===== config.mk =====
export PLATFORM = sky130hd
export DESIGN_NAME = rtcc_top
export DESIGN_NICKNAME = d
export VERILOG_FILES = /design/src/design/rtcc_pkg.sv /design/src/design/rtcc_stopwatch.sv /design/src/design/rtcc_top.sv
export VERILOG_INCLUDE_DIRS = /design/src /design/src/design
export SDC_FILE = /design/constraint.sdc
export NUM_CORES = 1
export LEC_CHECK = 0
export BUFFER_PORTS_ARGS = -buffer_cell sky130_fd_sc_hd__buf_2
export CAP_MARGIN = 5
export CORE_AREA = 4 4 127 129
export CTS_BUF_LIST = sky130_fd_sc_hd__clkbuf_8 sky130_fd_sc_hd__clkbuf_16
export CTS_CLUSTER_SIZE = 24
export DETAILED_ROUTE_END_ITERATION = 16
export DIE_AREA = 0 0 131 133
export PLACE_DENSITY_LB_ADDON = 0.1
export SETUP_SLACK_MARGIN = 0.05
export SYNTH_ARGS = -nofsm -noshare
export SYNTH_HDL_FRONTEND = slang
export SYNTH_SLANG_ARGS = --single-unit

===== constraint.sdc =====
create_clock -name CLK -period 3.6 [get_ports CLK]
set_input_delay 0.18 -clock CLK [delete_from_list [all_inputs] [get_ports CLK]]
set_output_delay 0.18 -clock CLK [all_outputs]
set_load 0.05 [all_outputs]

===== src/design/rtcc_cfg.svh =====
`ifndef RTCC_CFG_SVH
`define RTCC_CFG_SVH

`define RTCC_CLK_PERIOD_NS 25
`define RTCC_TICK_NS 3906250
`define RTCC_TICK_CYCLES (`RTCC_TICK_NS / `RTCC_CLK_PERIOD_NS)
`define RTCC_SW_STEP_NS 10000000
`define RTCC_SW_STEP_CYCLES (`RTCC_SW_STEP_NS / `RTCC_CLK_PERIOD_NS)

`define RTCC_REG_CTRL 2'h0
`define RTCC_REG_SWCTL 2'h1
`define RTCC_REG_FLAG 2'h2
`define RTCC_REG_ENABLE 2'h3

`define RTCC_CTL_TRIM_BUSY 15
`define RTCC_CTL_TRIM_MSB 14
`define RTCC_CTL_TRIM_LSB 8
`define RTCC_CTL_BUSY 6
`define RTCC_CTL_HOLD 5
`define RTCC_CTL_H24 4
`define RTCC_CTL_ADJ 2
`define RTCC_CTL_RST 1
`define RTCC_CTL_RUN 0
`define RTCC_CTL_RESET 16'h0000

`define RTCC_SW_TENTH_LSB 12
`define RTCC_SW_HUND_LSB 8
`define RTCC_SW_CLEAR 4
`define RTCC_SW_RUN 0

`define RTCC_F_32 0
`define RTCC_F_EIGHTH 1
`define RTCC_F_QUARTER 2
`define RTCC_F_HALF 3
`define RTCC_F_SEC 4
`define RTCC_F_MIN 5
`define RTCC_F_HOUR 6
`define RTCC_F_DAY 7
`define RTCC_F_ALARM 8
`define RTCC_F_SW100 9
`define RTCC_F_SW10 10
`define RTCC_F_SW1 11
`define RTCC_F_TRIM 12

`define RTCC_TRIM_DONE_AT 8'h7F
`define RTCC_BCD_MAX 4'h9

`endif


===== src/design/rtcc_pkg.sv =====
package rtcc_pkg;

  typedef logic [12:0] rtcc_flags_t;

  typedef struct packed {
    logic one_hz;
    logic ten_hz;
    logic hundred_hz;
  } rtcc_swev_s;

  typedef struct packed {
    logic [19:0] pre;
    logic [3:0]  hund;
    logic [3:0]  tenth;
    rtcc_swev_s  ev;
  } rtcc_sw_s;

  typedef struct packed {
    logic [23:0] tick_cnt;
    logic [7:0]  divider;
    logic [4:0]  pend;
    logic        pend_alarm;
    logic        alarm_q;
    logic        run;
    logic        hour24;
    logic        hold;
    logic        missed;
    logic        busy;
    logic        adj;
    logic [1:0]  adj_cnt;
    logic        rst_busy;
    logic        trim_busy;
    logic [6:0]  trim_val;
    rtcc_flags_t flags;
    rtcc_flags_t enables;
    logic        sw_run;
    logic [15:0] rdata;
    logic        irq;
    logic        sec_out;
    logic        adj_out;
    logic        trim_apply;
  } rtcc_state_s;

endpackage


===== src/design/rtcc_stopwatch.sv =====
`timescale 1ns/1ps
`include "rtcc_cfg.svh"
module rtcc_stopwatch #(
  parameter int STEP_CYCLES = `RTCC_SW_STEP_CYCLES
) (
  input  wire logic               clk,
  input  wire logic               rstn,
  input  wire logic               run,
  input  wire logic               clear,
  output rtcc_pkg::rtcc_swev_s    ev,
  output logic [3:0]              tenths,
  output logic [3:0]              hundredths
);

  rtcc_pkg::rtcc_sw_s st;
  rtcc_pkg::rtcc_sw_s next_st;
  logic               step;

  always_comb begin
    next_st = st;
    next_st.ev = '0;
    step = run && (st.pre == 20'(STEP_CYCLES - 1));
    if (run) begin
      next_st.pre = step ? 20'h00000 : st.pre + 20'h00001;
    end
    // hundredths carry into tenths, tenths carry out as 1 Hz
    if (step) begin
      next_st.ev.hundred_hz = 1'b1;
      if (st.hund == `RTCC_BCD_MAX) begin
        next_st.hund = 4'h0;
        next_st.ev.ten_hz = 1'b1;
        if (st.tenth == `RTCC_BCD_MAX) begin
          next_st.tenth = 4'h0;
          next_st.ev.one_hz = 1'b1;
        end else begin
          next_st.tenth = st.tenth + 4'h1;
        end
      end else begin
        next_st.hund = st.hund + 4'h1;
      end
    end
    // a clear while running keeps counting from zero
    if (clear) begin
      next_st.pre = 20'h00000;
      next_st.hund = 4'h0;
      next_st.tenth = 4'h0;
    end
  end

  always_ff @(posedge clk) begin
    if (!rstn) begin
      st <= '0;
    end else begin
      st <= next_st;
    end
  end

  assign ev = st.ev;
  assign tenths = st.tenth;
  assign hundredths = st.hund;

  a_bcd_range: assert property (
    @(posedge clk) disable iff (!rstn)
    st.hund <= `RTCC_BCD_MAX && st.tenth <= `RTCC_BCD_MAX)
    else $error("stopwatch digit out of bcd range");

  a_tenth_carry: assert property (
    @(posedge clk) disable iff (!rstn)
    st.ev.ten_hz |-> st.ev.hundred_hz && st.hund == 4'h0)
    else $error("tenths event without hundredths wrap");
endmodule


===== src/design/rtcc_top.sv =====
`timescale 1ns/1ps
`include "rtcc_cfg.svh"
// Overview of operation
// - hundredths bcd counter feeds tenths bcd counter
// - alarm match sets sticky alarm flag
// - day, hour, minute, second count-ups set flags
// - stopwatch 1, 10, 100 hz flags
// - trim end sets trim done flag
// - divider events raised one tick later
// - alarm event raised one tick after match
// - interrupt only for enabled set flags
// - trim write sets trim busy, self clears only while the calendar runs
// - trim field bits 14-8, reads zero
// - trim writes ignored while trim busy
// - count-up busy high for one tick
// - hold freezes count-up, one catch-up second
// - hold forced low while trim busy
// - bit 4 selects 24-hour hour range
// - adjust bit runs half-minute correction, self clears
// - reset bit clears divider, adjust, hold
// - reset bit returns to zero when done
// - run bit stops and resumes counting
module rtcc_top #(
  parameter int TICK_CYCLES    = `RTCC_TICK_CYCLES,
  parameter int SW_STEP_CYCLES = `RTCC_SW_STEP_CYCLES
) (
  input  wire logic        CLK,
  input  wire logic        RSTN,
  input  wire logic [1:0]  ADDR,
  input  wire logic [15:0] WDATA,
  input  wire logic        WR,
  input  wire logic        RD,
  output logic      [15:0] RDATA,
  output logic             IRQ,
  input  wire logic        ALARM_MATCH,
  input  wire logic        MINUTE_CARRY,
  input  wire logic        HOUR_CARRY,
  input  wire logic        DAY_CARRY,
  output logic             SECOND_COUNTUP,
  output logic             ADJUST_START,
  output logic             TRIM_APPLY,
  output logic      [6:0]  TRIM_VALUE,
  output logic             HOUR_FORMAT_SEL,
  output logic             CALENDAR_RUN
);

  rtcc_pkg::rtcc_state_s st;
  rtcc_pkg::rtcc_state_s next_st;
  rtcc_pkg::rtcc_flags_t ev;
  rtcc_pkg::rtcc_swev_s  sw_ev;
  logic [3:0]            sw_tenths;
  logic [3:0]            sw_hund;
  logic                  sw_clear;
  logic                  tick;
  logic                  countup;
  logic [7:0]            new_div;
  logic [7:0]            fell;
  logic [6:0]            trim_in;

  function automatic logic hit(input logic       strobe,
                               input logic [1:0] addr,
                               input logic [1:0] reg_idx);
    return strobe && (addr == reg_idx);
  endfunction

  rtcc_stopwatch #(
    .STEP_CYCLES (SW_STEP_CYCLES)
  ) u_stopwatch (
    .clk        (CLK),
    .rstn       (RSTN),
    .run        (st.sw_run),
    .clear      (sw_clear),
    .ev         (sw_ev),
    .tenths     (sw_tenths),
    .hundredths (sw_hund)
  );

  assign trim_in = WDATA[`RTCC_CTL_TRIM_MSB:`RTCC_CTL_TRIM_LSB];

  always_comb begin
    next_st = st;
    ev = '0;
    countup = 1'b0;
    sw_clear = 1'b0;
    new_div = st.divider;
    fell = 8'h00;
    next_st.sec_out = 1'b0;
    next_st.adj_out = 1'b0;
    next_st.trim_apply = 1'b0;
    next_st.rdata = 16'h0000;
    tick = (st.tick_cnt == 24'(TICK_CYCLES - 1));
    next_st.tick_cnt = tick ? 24'h000000 : st.tick_cnt + 24'h000001;

    // the 1/256 s tick: fire what the previous tick queued
    if (tick) begin
      ev[`RTCC_F_SEC] = st.pend[4];
      ev[`RTCC_F_HALF] = st.pend[3];
      ev[`RTCC_F_QUARTER] = st.pend[2];
      ev[`RTCC_F_EIGHTH] = st.pend[1];
      ev[`RTCC_F_32] = st.pend[0];
      ev[`RTCC_F_ALARM] = st.pend_alarm;
      next_st.pend = 5'h00;
      next_st.pend_alarm = 1'b0;
      next_st.busy = 1'b0;
      next_st.rst_busy = 1'b0;
      // divider frozen while stopped or mid reset
      if (st.run && !st.rst_busy) begin
        new_div = st.divider + 8'h01;
        fell = st.divider & ~new_div;
        next_st.pend = {fell[7], fell[6], fell[5], fell[4], fell[2]};
        if (fell[7]) begin
          if (st.hold) begin
            next_st.missed = 1'b1;
          end else begin
            countup = 1'b1;
          end
        end
        // trim lands as the divider reaches 0x7F
        if (st.trim_busy && new_div == `RTCC_TRIM_DONE_AT) begin
          next_st.trim_busy = 1'b0;
          next_st.trim_apply = 1'b1;
          ev[`RTCC_F_TRIM] = 1'b1;
        end
      end
      next_st.divider = new_div;
      // correction works even with the clock stopped
      if (st.adj) begin
        next_st.adj_cnt = st.adj_cnt + 2'h1;
        if (st.adj_cnt == 2'h0) begin
          next_st.adj_out = 1'b1;
          next_st.busy = 1'b1;
          ev[`RTCC_F_SEC] = 1'b1;
        end else begin
          next_st.adj = 1'b0;
        end
      end
    end

    // a match edge queues the alarm for the next tick
    if (ALARM_MATCH && !st.alarm_q) begin
      next_st.pend_alarm = 1'b1;
    end
    next_st.alarm_q = ALARM_MATCH;

    ev[`RTCC_F_MIN] = MINUTE_CARRY;
    ev[`RTCC_F_HOUR] = HOUR_CARRY;
    ev[`RTCC_F_DAY] = DAY_CARRY;
    ev[`RTCC_F_SW100] = sw_ev.hundred_hz;
    ev[`RTCC_F_SW10] = sw_ev.ten_hz;
    ev[`RTCC_F_SW1] = sw_ev.one_hz;

    if (hit(WR, ADDR, `RTCC_REG_CTRL)) begin
      next_st.hour24 = WDATA[`RTCC_CTL_H24];
      next_st.run = WDATA[`RTCC_CTL_RUN];
      // zero trim field means no trim request
      if (!st.trim_busy && trim_in != 7'h00) begin
        next_st.trim_busy = 1'b1;
        next_st.trim_val = trim_in;
      end
      next_st.hold = WDATA[`RTCC_CTL_HOLD] && !st.trim_busy;
      // several missed seconds still give one catch-up second
      if (st.hold && !WDATA[`RTCC_CTL_HOLD] && next_st.missed) begin
        countup = 1'b1;
        next_st.missed = 1'b0;
      end
      if (WDATA[`RTCC_CTL_ADJ] && !st.adj) begin
        next_st.adj = 1'b1;
        next_st.adj_cnt = 2'h0;
      end
      if (WDATA[`RTCC_CTL_RST]) begin
        next_st.rst_busy = 1'b1;
        next_st.divider = 8'h00;
        next_st.pend = 5'h00;
        next_st.adj = 1'b0;
        next_st.hold = 1'b0;
        next_st.missed = 1'b0;
      end
    end
    if (next_st.trim_busy) begin
      next_st.hold = 1'b0;
    end
    if (countup) begin
      next_st.sec_out = 1'b1;
      next_st.busy = 1'b1;
    end

    if (hit(WR, ADDR, `RTCC_REG_SWCTL)) begin
      next_st.sw_run = WDATA[`RTCC_SW_RUN];
      sw_clear = WDATA[`RTCC_SW_CLEAR];
    end

    // set wins over a same-cycle clear
    if (hit(WR, ADDR, `RTCC_REG_FLAG)) begin
      next_st.flags = (st.flags & ~WDATA[12:0]) | ev;
    end else begin
      next_st.flags = st.flags | ev;
    end
    if (hit(WR, ADDR, `RTCC_REG_ENABLE)) begin
      next_st.enables = WDATA[12:0];
    end
    next_st.irq = |(next_st.flags & next_st.enables);

    if (RD) begin
      unique case (ADDR)
        `RTCC_REG_CTRL: begin
          // trim field is write-only and reads as zero
          next_st.rdata[`RTCC_CTL_TRIM_BUSY] = st.trim_busy;
          next_st.rdata[`RTCC_CTL_BUSY] = st.busy;
          next_st.rdata[`RTCC_CTL_HOLD] = st.hold;
          next_st.rdata[`RTCC_CTL_H24] = st.hour24;
          next_st.rdata[`RTCC_CTL_ADJ] = st.adj;
          next_st.rdata[`RTCC_CTL_RST] = st.rst_busy;
          next_st.rdata[`RTCC_CTL_RUN] = st.run;
        end
        `RTCC_REG_SWCTL: begin
          // both digits sampled in the same cycle; a reader compares two reads
          next_st.rdata[15:12] = sw_tenths;
          next_st.rdata[11:8] = sw_hund;
          next_st.rdata[`RTCC_SW_RUN] = st.sw_run;
        end
        `RTCC_REG_FLAG: begin
          next_st.rdata[12:0] = st.flags;
        end
        `RTCC_REG_ENABLE: begin
          next_st.rdata[12:0] = st.enables;
        end
      endcase
    end
  end

  always_ff @(posedge CLK) begin
    if (!RSTN) begin
      st <= '0;
    end else begin
      st <= next_st;
    end
  end

  assign RDATA = st.rdata;
  assign IRQ = st.irq;
  assign SECOND_COUNTUP = st.sec_out;
  assign ADJUST_START = st.adj_out;
  assign TRIM_APPLY = st.trim_apply;
  assign TRIM_VALUE = st.trim_val;
  assign HOUR_FORMAT_SEL = st.hour24;
  assign CALENDAR_RUN = st.run;

  a_trim_reads_zero: assert property (
    @(posedge CLK) disable iff (!RSTN)
    hit(RD, ADDR, `RTCC_REG_CTRL) |=> RDATA[14:8] == 7'h00)
    else $error("trim field read back nonzero");

  a_trim_sets_busy: assert property (
    @(posedge CLK) disable iff (!RSTN)
    hit(WR, ADDR, `RTCC_REG_CTRL) && !st.trim_busy && trim_in != 7'h00
    |=> st.trim_busy && st.trim_val == $past(trim_in))
    else $error("trim write did not set trim busy");

  a_trim_ignored: assert property (
    @(posedge CLK) disable iff (!RSTN)
    st.trim_busy && hit(WR, ADDR, `RTCC_REG_CTRL)
    |=> st.trim_val == $past(st.trim_val))
    else $error("trim value changed while busy");

  a_hold_forced: assert property (
    @(posedge CLK) disable iff (!RSTN)
    st.trim_busy |-> !st.hold)
    else $error("hold set during trim");

  a_alarm_sticky: assert property (
    @(posedge CLK) disable iff (!RSTN)
    st.flags[`RTCC_F_ALARM] && !hit(WR, ADDR, `RTCC_REG_FLAG)
    |=> st.flags[`RTCC_F_ALARM])
    else $error("alarm flag dropped without clear");

  a_set_wins: assert property (
    @(posedge CLK) disable iff (!RSTN)
    hit(WR, ADDR, `RTCC_REG_FLAG)
    |=> (st.flags & $past(ev)) == $past(ev))
    else $error("event lost to clear");

  a_irq_gating: assert property (
    @(posedge CLK) disable iff (!RSTN)
    ##1 IRQ == |($past(next_st.flags) & $past(next_st.enables)))
    else $error("irq does not follow enabled flags");

  a_alarm_delay: assert property (
    @(posedge CLK) disable iff (!RSTN)
    st.pend_alarm && tick |=> st.flags[`RTCC_F_ALARM] && !st.pend_alarm)
    else $error("alarm not raised at tick");

  a_busy_one_tick: assert property (
    @(posedge CLK) disable iff (!RSTN)
    st.busy && tick && !countup && !(st.adj && st.adj_cnt == 2'h0)
    |=> !st.busy)
    else $error("count-up busy outlived its tick");

  a_adj_clears: assert property (
    @(posedge CLK) disable iff (!RSTN)
    st.adj && tick && st.adj_cnt == 2'h1 && !WR |=> !st.adj)
    else $error("adjust bit stuck after two ticks");

  a_rst_done: assert property (
    @(posedge CLK) disable iff (!RSTN)
    st.rst_busy && tick && !WR |=> !st.rst_busy && st.divider == 8'h00)
    else $error("divider reset did not finish");

  a_rst_clears: assert property (
    @(posedge CLK) disable iff (!RSTN)
    hit(WR, ADDR, `RTCC_REG_CTRL) && WDATA[`RTCC_CTL_RST]
    |=> st.rst_busy && !st.adj && !st.hold && st.divider == 8'h00)
    else $error("reset bit did not clear state");

  a_run_stops: assert property (
    @(posedge CLK) disable iff (!RSTN)
    !st.run && !WR |=> st.divider == $past(st.divider))
    else $error("divider moved while stopped");

  a_held_no_second: assert property (
    @(posedge CLK) disable iff (!RSTN)
    st.hold && !WR |=> !SECOND_COUNTUP)
    else $error("second count-up while held");

  a_catch_up: assert property (
    @(posedge CLK) disable iff (!RSTN)
    hit(WR, ADDR, `RTCC_REG_CTRL) && st.hold && st.missed
    && !WDATA[`RTCC_CTL_HOLD] |=> SECOND_COUNTUP && st.busy && !st.missed)
    else $error("missed second not caught up");

  a_trim_done: assert property (
    @(posedge CLK) disable iff (!RSTN)
    tick && st.trim_busy && st.run && !st.rst_busy
    && (st.divider + 8'h01) == `RTCC_TRIM_DONE_AT
    |=> TRIM_APPLY && !st.trim_busy && st.flags[`RTCC_F_TRIM])
    else $error("trim did not complete");

  a_second_wrap: assert property (
    @(posedge CLK) disable iff (!RSTN)
    tick && st.run && !st.rst_busy && !st.hold && st.divider == 8'hFF
    |=> SECOND_COUNTUP && st.busy)
    else $error("divider wrap gave no count-up");

  a_second_event: assert property (
    @(posedge CLK) disable iff (!RSTN)
    tick && st.pend[4] |=> st.flags[`RTCC_F_SEC])
    else $error("second event not raised at tick");
endmodule


Word level (Yosys, flattened, before mapping) --
Index checks and enable logic that the tools add are counted.
Storage, ports and cells: bits in registers 134, RAM bits 0, output and inout port bits 29, memories 0, memory bits (read-only) 0, latch bits 0
Operators by class: add/subtract/negate cells 6, shifts and indexed selects 0, div/mod/pow operators 0, equal/unequal tests 8, bitwise operators 8, magnitude comparators 0, muxes and demuxes 53, $mul 0, reductions and logical operators 35
Operators with widths (count):
- two-way mux 13 bit | 4
- two-way mux 1 bit | 29
- AND 13 bit | 2
- bitwise OR 13 bit | 2
- adder 24 x 1 -> 24 bit (second input constant) | 1
- == test 24 x 18 -> 1 bit (second input constant) | 1
- adder 20 x 1 -> 20 bit (second input constant) | 1
- == test 20 x 19 -> 1 bit (second input constant) | 1
- two-way mux 20 bit | 1
- two-way mux 8 bit | 2
- case mux 5 bit (3 select lines) | 1
- two-way mux 14 bit | 1
- logical AND 1 bit | 13
- NOT 13 bit | 1
- OR reduction 13 bit | 1
- two-way mux 12 bit | 1
- two-way mux 4 bit | 3
- two-way mux 5 bit | 2
- AND reduction 2 bit | 5
- case mux 3 bit (3 select lines) | 1
- AND reduction 3 bit | 3
- adder 4 x 1 -> 4 bit (second input constant) | 2
- adder 8 x 1 -> 8 bit (second input constant) | 1
- AND 8 bit | 1
- 18 further kinds | 30

Longest topological paths before layout --
depth in word-level cells 10, depth in mapped cells 9

Hierarchy --
From an unflattened synthesis, not the netlist that was laid out.
Unflattened totals: cell total of the unflattened synthesis 692, area total of the unflattened synthesis 6244.7 um^2
By module, submodules not included:
- rtcc_top | cells each 504, times used 1, area each 4655.7 um^2
- rtcc_stopwatch | cells each 188, times used 1, area each 1589.0 um^2

Worst setup path after synthesis --
No wires, ideal clock.
path type reg-to-reg, from register st[71] in the netlist's numbering, to register st[54] in the netlist's numbering, stages on the path, launching flop included 10, setup slack 1549 ps, buffers on the path 0, arrival time 1937 ps, cells stage by stage dfxtp_1 ha_1 and3_1 and3_1 ha_1 nand4_1 nor4b_1 nand2_1 a21o_1 and2_1
Between the ends: longest elaborated chain between the ends 8
RTL lines:
- from (decl) | RTL line rtcc_top.sv:47 | rtcc_pkg::rtcc_state_s st;
- from (signal assigned) | RTL line rtcc_top.sv:235 | st <= next_st;
- adder 8 x 1 -> 8 bit * | RTL line rtcc_top.sv:108 | new_div = st.divider + 8'h01;
- == test 8 x 7 -> 1 bit (no line) *
- logical AND 1 bit (no line) *
- two-way mux 1 bit * | RTL line rtcc_top.sv:119 | if (st.trim_busy && new_div == `RTCC_TRIM_DONE_AT) begin
- two-way mux 1 bit * | RTL line rtcc_top.sv:107 | if (st.run && !st.rst_busy) begin
- two-way mux 7 bit * | RTL line rtcc_top.sv:95 | if (tick) begin
- two-way mux 8 bit | RTL line rtcc_top.sv:156 | if (!st.trim_busy && trim_in != 7'h00) begin
- two-way mux 12 bit * | RTL line rtcc_top.sv:152 | if (hit(WR, ADDR, `RTCC_REG_CTRL)) begin
Every way passes the cells marked *; elsewhere a longest branch is shown, timed or not. The select of a mux whose other input is x is not followed. A chain may end at the register's enable or synchronous reset.

Worst setup path after layout --
from register st[79] in the netlist's numbering, to register st[65] in the netlist's numbering
Between the ends: longest elaborated chain between the ends 2
RTL lines:
- == test 24 x 18 -> 1 bit | RTL line rtcc_top.sv:91 | tick = (st.tick_cnt == 24'(TICK_CYCLES - 1));
- nonzero test 2 bit (no line)
No other way between the ends.

==> summary.txt <==
Route
  • Routed WL per cell: 15.0 um
  • Post-DRT Antenna Nets: 0
  • Iter 0 DRT Violations: 299
  • Final WL: 13.4 mm
  • Total number of vias: 4469
  • Router iterations before antenna repair: 4
  • DRC viols: 0
  • Vias per inst: 4.99

Setup path
  • CP endpoint kind: flip-flop
  • Critical Path AT: 2.79 ns
  • Nature of the critical path startpoint: flip-flop
  • WP data required: 3.86 ns
  • Max stage delay on crit path: 0.69 ns
  • CP Max Fanout: 25
  • Setup CP Type: reg -> reg
  • Critical path cell sequence: ha_1 > nor3b_1 > nand4_4 > or2_1 > nand2_1 > o22ai_1
  • Slowest library cell on the worst path: nand2_1

Logic synthesis
  • Ys flop type: dfxtp_1
  • Syn nets: 701
  • Cell count after synthesis: 664
  • Most common cell in the netlist: dfxtp_1
  • Area of the mapped netlist: 5910 um^2
  • FF+latch count, synth: 134
  • Yosys warnings: 0
  • Post-synth ARST share: 0%
  • Leading area contributor after synthesis: dfxtp_1
  • Commonest cells in the netlist: 134 x dfxtp_1, 116 x nor2_1, 49 x nand2_1
  • Area share of the largest cell type after synthesis: 45.4%
  • Avg Inst Size Synth: 8.91 um^2
  • Library cells used by synthesis: 55
  • Post-synth EDFFs: 0
  • Synth area leaders: dfxtp_1 45%, nor2_1 7.4%, mux2i_1 4.2%
  • Register area share after synthesis: 45.4%

Clock network
  • Worst skew pair latency: 0.41 ns
  • Post-CTS Hold Fix Bufs: 2
  • CTS clk-pin slew, worst paths: 0.06 ns
  • Max Buffers Root-to-Sink: 2
  • Number of buffers created by CTS: 17
  • CTS tree: built
  • CTS root buf: clkbuf_16
  • H-tree levels: 4
  • Postcts setup bufs: 0
  • Clk sinks: 134
  • Post-CTS Resized: 0

Global routing
  • First-pass GRT wire length: 21.8 mm
  • Largest net degree at the start of global routing: 32
  • Vias in the first global route: 4235
  • GRT Util Overall: 15.9%
  • Initial antenna violation count: 0
  • Grt ovf: 0

Power
  • Int Pwr: 2.60 mW
  • Switching power total: 0.768 mW
  • P_leak: 2.67 nW
  • Overall power: 3.37 mW
  • Comb power frac: 4.6%
  • Clock share of power: 50.3%
  • Power Dens Cells: 497 nW/um^2
  • Sw Share: 22.8%
  • Register share of total power: 45.0%
  • Peak VDD IR: 0.000332 V

STA
  • Fin crit period: 2.53 ns
  • RSZ-0062 raised after global routing: no
  • Worst slew pin tran: 1.10 ns
  • Max Fclk: 396 MHz
  • Fin. Hold Viols: 0
  • Count of pins over their slew limit: 0
  • Tcrit/Tclk final: 70.2%
  • Clock Skews: 0.00638 ns
  • Final TNS setup: 0 ns
  • Max-slew headroom: 26.8%
  • Final setup fails: 0
  • Post-route setup slack: 1.07 ns

Layout
  • Layout cells sized above 1: 15.1%
  • Register area: 2680 um^2
  • Number of diodes: 0
  • Fin nets: 732
  • Layout area overhead: 14.6%
  • Area of the multi-input gates: 2870 um^2
  • Fillers: 1462

Placement
  • Post-DP HPWL: 9.62 mm
  • Dpl ws: 1.05 ns
  • IO buf count: 53
  • GPL Wtd Cong: 0.767

Floorplanning
  • Row count: 45
  • Initial core utilization: 39.3%
  • Die X: 131 um
  • Core Area: 15000 um^2
  • Die area: 17400 um^2
  • Boundary Pins: 55
  • Die height: 133 um

Hold path
  • HP Class: in -> reg

Run status
  • Status: finished clean

Job
  • Max-Cap Viols: 0
## logic make-up after synthesis
| family | Yosys count | synth area share, % |
|---|---|---|
| adder cells (fa/ha/maj) | 11 | 2.33 |
| AND/OR/NAND/NOR | 288 | 25.3 |
| buffers and inverters | 69 | 6.07 |
| multiplexers | 30 | 5.37 |
| flip-flops | 134 | 45.4 |
| AO/OA/AOI/OAI | 85 | 8.65 |
| XOR/XNOR | 47 | 6.96 |
## through the flow
stage	instance area (um^2)	cells	util [%]	hold slack [ns]
after floorplan	5910	664	-	0.297
after global placement	6170	862	41.1	0.395
after detailed placement	6170	862	41.1	0.400
after CTS	6780	896	45.1	0.00808
after global routing	6780	896	45.1	0.0191
final	6780	896	45.1	0.0208
## worst max-delay path, delay by kind of cell, from the launching register on
kind / cells / cell delay (ns)
compound gates: 1 / 0.15
simple gates: 4 / 1.68
flops: 1 / 0.38
fa+ha+maj: 1 / 0.16
## final timing paths
| kind | from | end | slack (ns) | cells past startpoint |
|---|---|---|---|---|
| worst min-delay path | WDATA[14] | TRIM_VALUE[6] | 0.02 | 3 |
| worst max-delay path | st[79] | st[65] | 1.07 | 6 |
| worst max register to register | st[79] | st[65] | 1.07 | 6 |
| worst min register to register | st[64] | st[65] | 0.41 | 1 |
## cell usage in the layout, fill, tap and decap left out, types with 4 or more instances in the layout
master and instances:
nor2b_1 7, clkinvlp_4 5, dfxtp_1 134, nand2b_1 7, a31oi_1 6, o21ai_0 26
ha_1 11, buf_4 5, buf_2 53, inv_1 21, clkbuf_16 17, a22oi_1 12
and4_1 5, nor2_1 116, a21oi_1 21, mux2_2 4, nor3_1 8, mux2i_1 25
xnor2_1 23, clkinv_2 5, xor2_1 24, and3_1 11, and2_1 17, nand3_1 29
nand2_1 49, nand4_1 10, o22ai_1 8
## area by class of cell
class | instances | share of cell area [%]
flip-flops and latches | 134 | 39.6
clock inverters | 13 | 1.94
inverters | 21 | 1.16
clock buffers | 19 | 6.68
multi-input cells | 461 | 42.4
well taps | 188 | 3.47
repair buffers | 60 | 4.76
## flip-flops by register name (all words and copies together), names as in the netlist
name                    count
st                         74
TRIM_APPLY                  1
HOUR_FORMAT_SEL             1
RDATA                      16
CALENDAR_RUN                1
SECOND_COUNTUP              1
ADJUST_START                1
u_stopwatch.ev              3
u_stopwatch.hundredths      4
u_stopwatch.st             20
IRQ                         1
u_stopwatch.tenths          4
TRIM_VALUE                  7
## power by group through the flow
stage               logic, mW  registers [mW]  clock network [mW]
finish                  0.156            1.52                1.69
global route            0.172            1.52                1.81
CTS                     0.158            1.52                1.74
global placement        0.155            1.55                   0
detailed placement      0.156            1.55                   0
floorplan               0.105            1.55                   0
## layer usage
metal	global-route usage, %	wire length (um)	vias up
li1	-	-	2305
met1	21.7	6560	2082
met2	24.2	6060	71
met3	5.17	679	11
met4	4.11	112	0
met5	0	0	-
(Power assumes the default switching activity.)
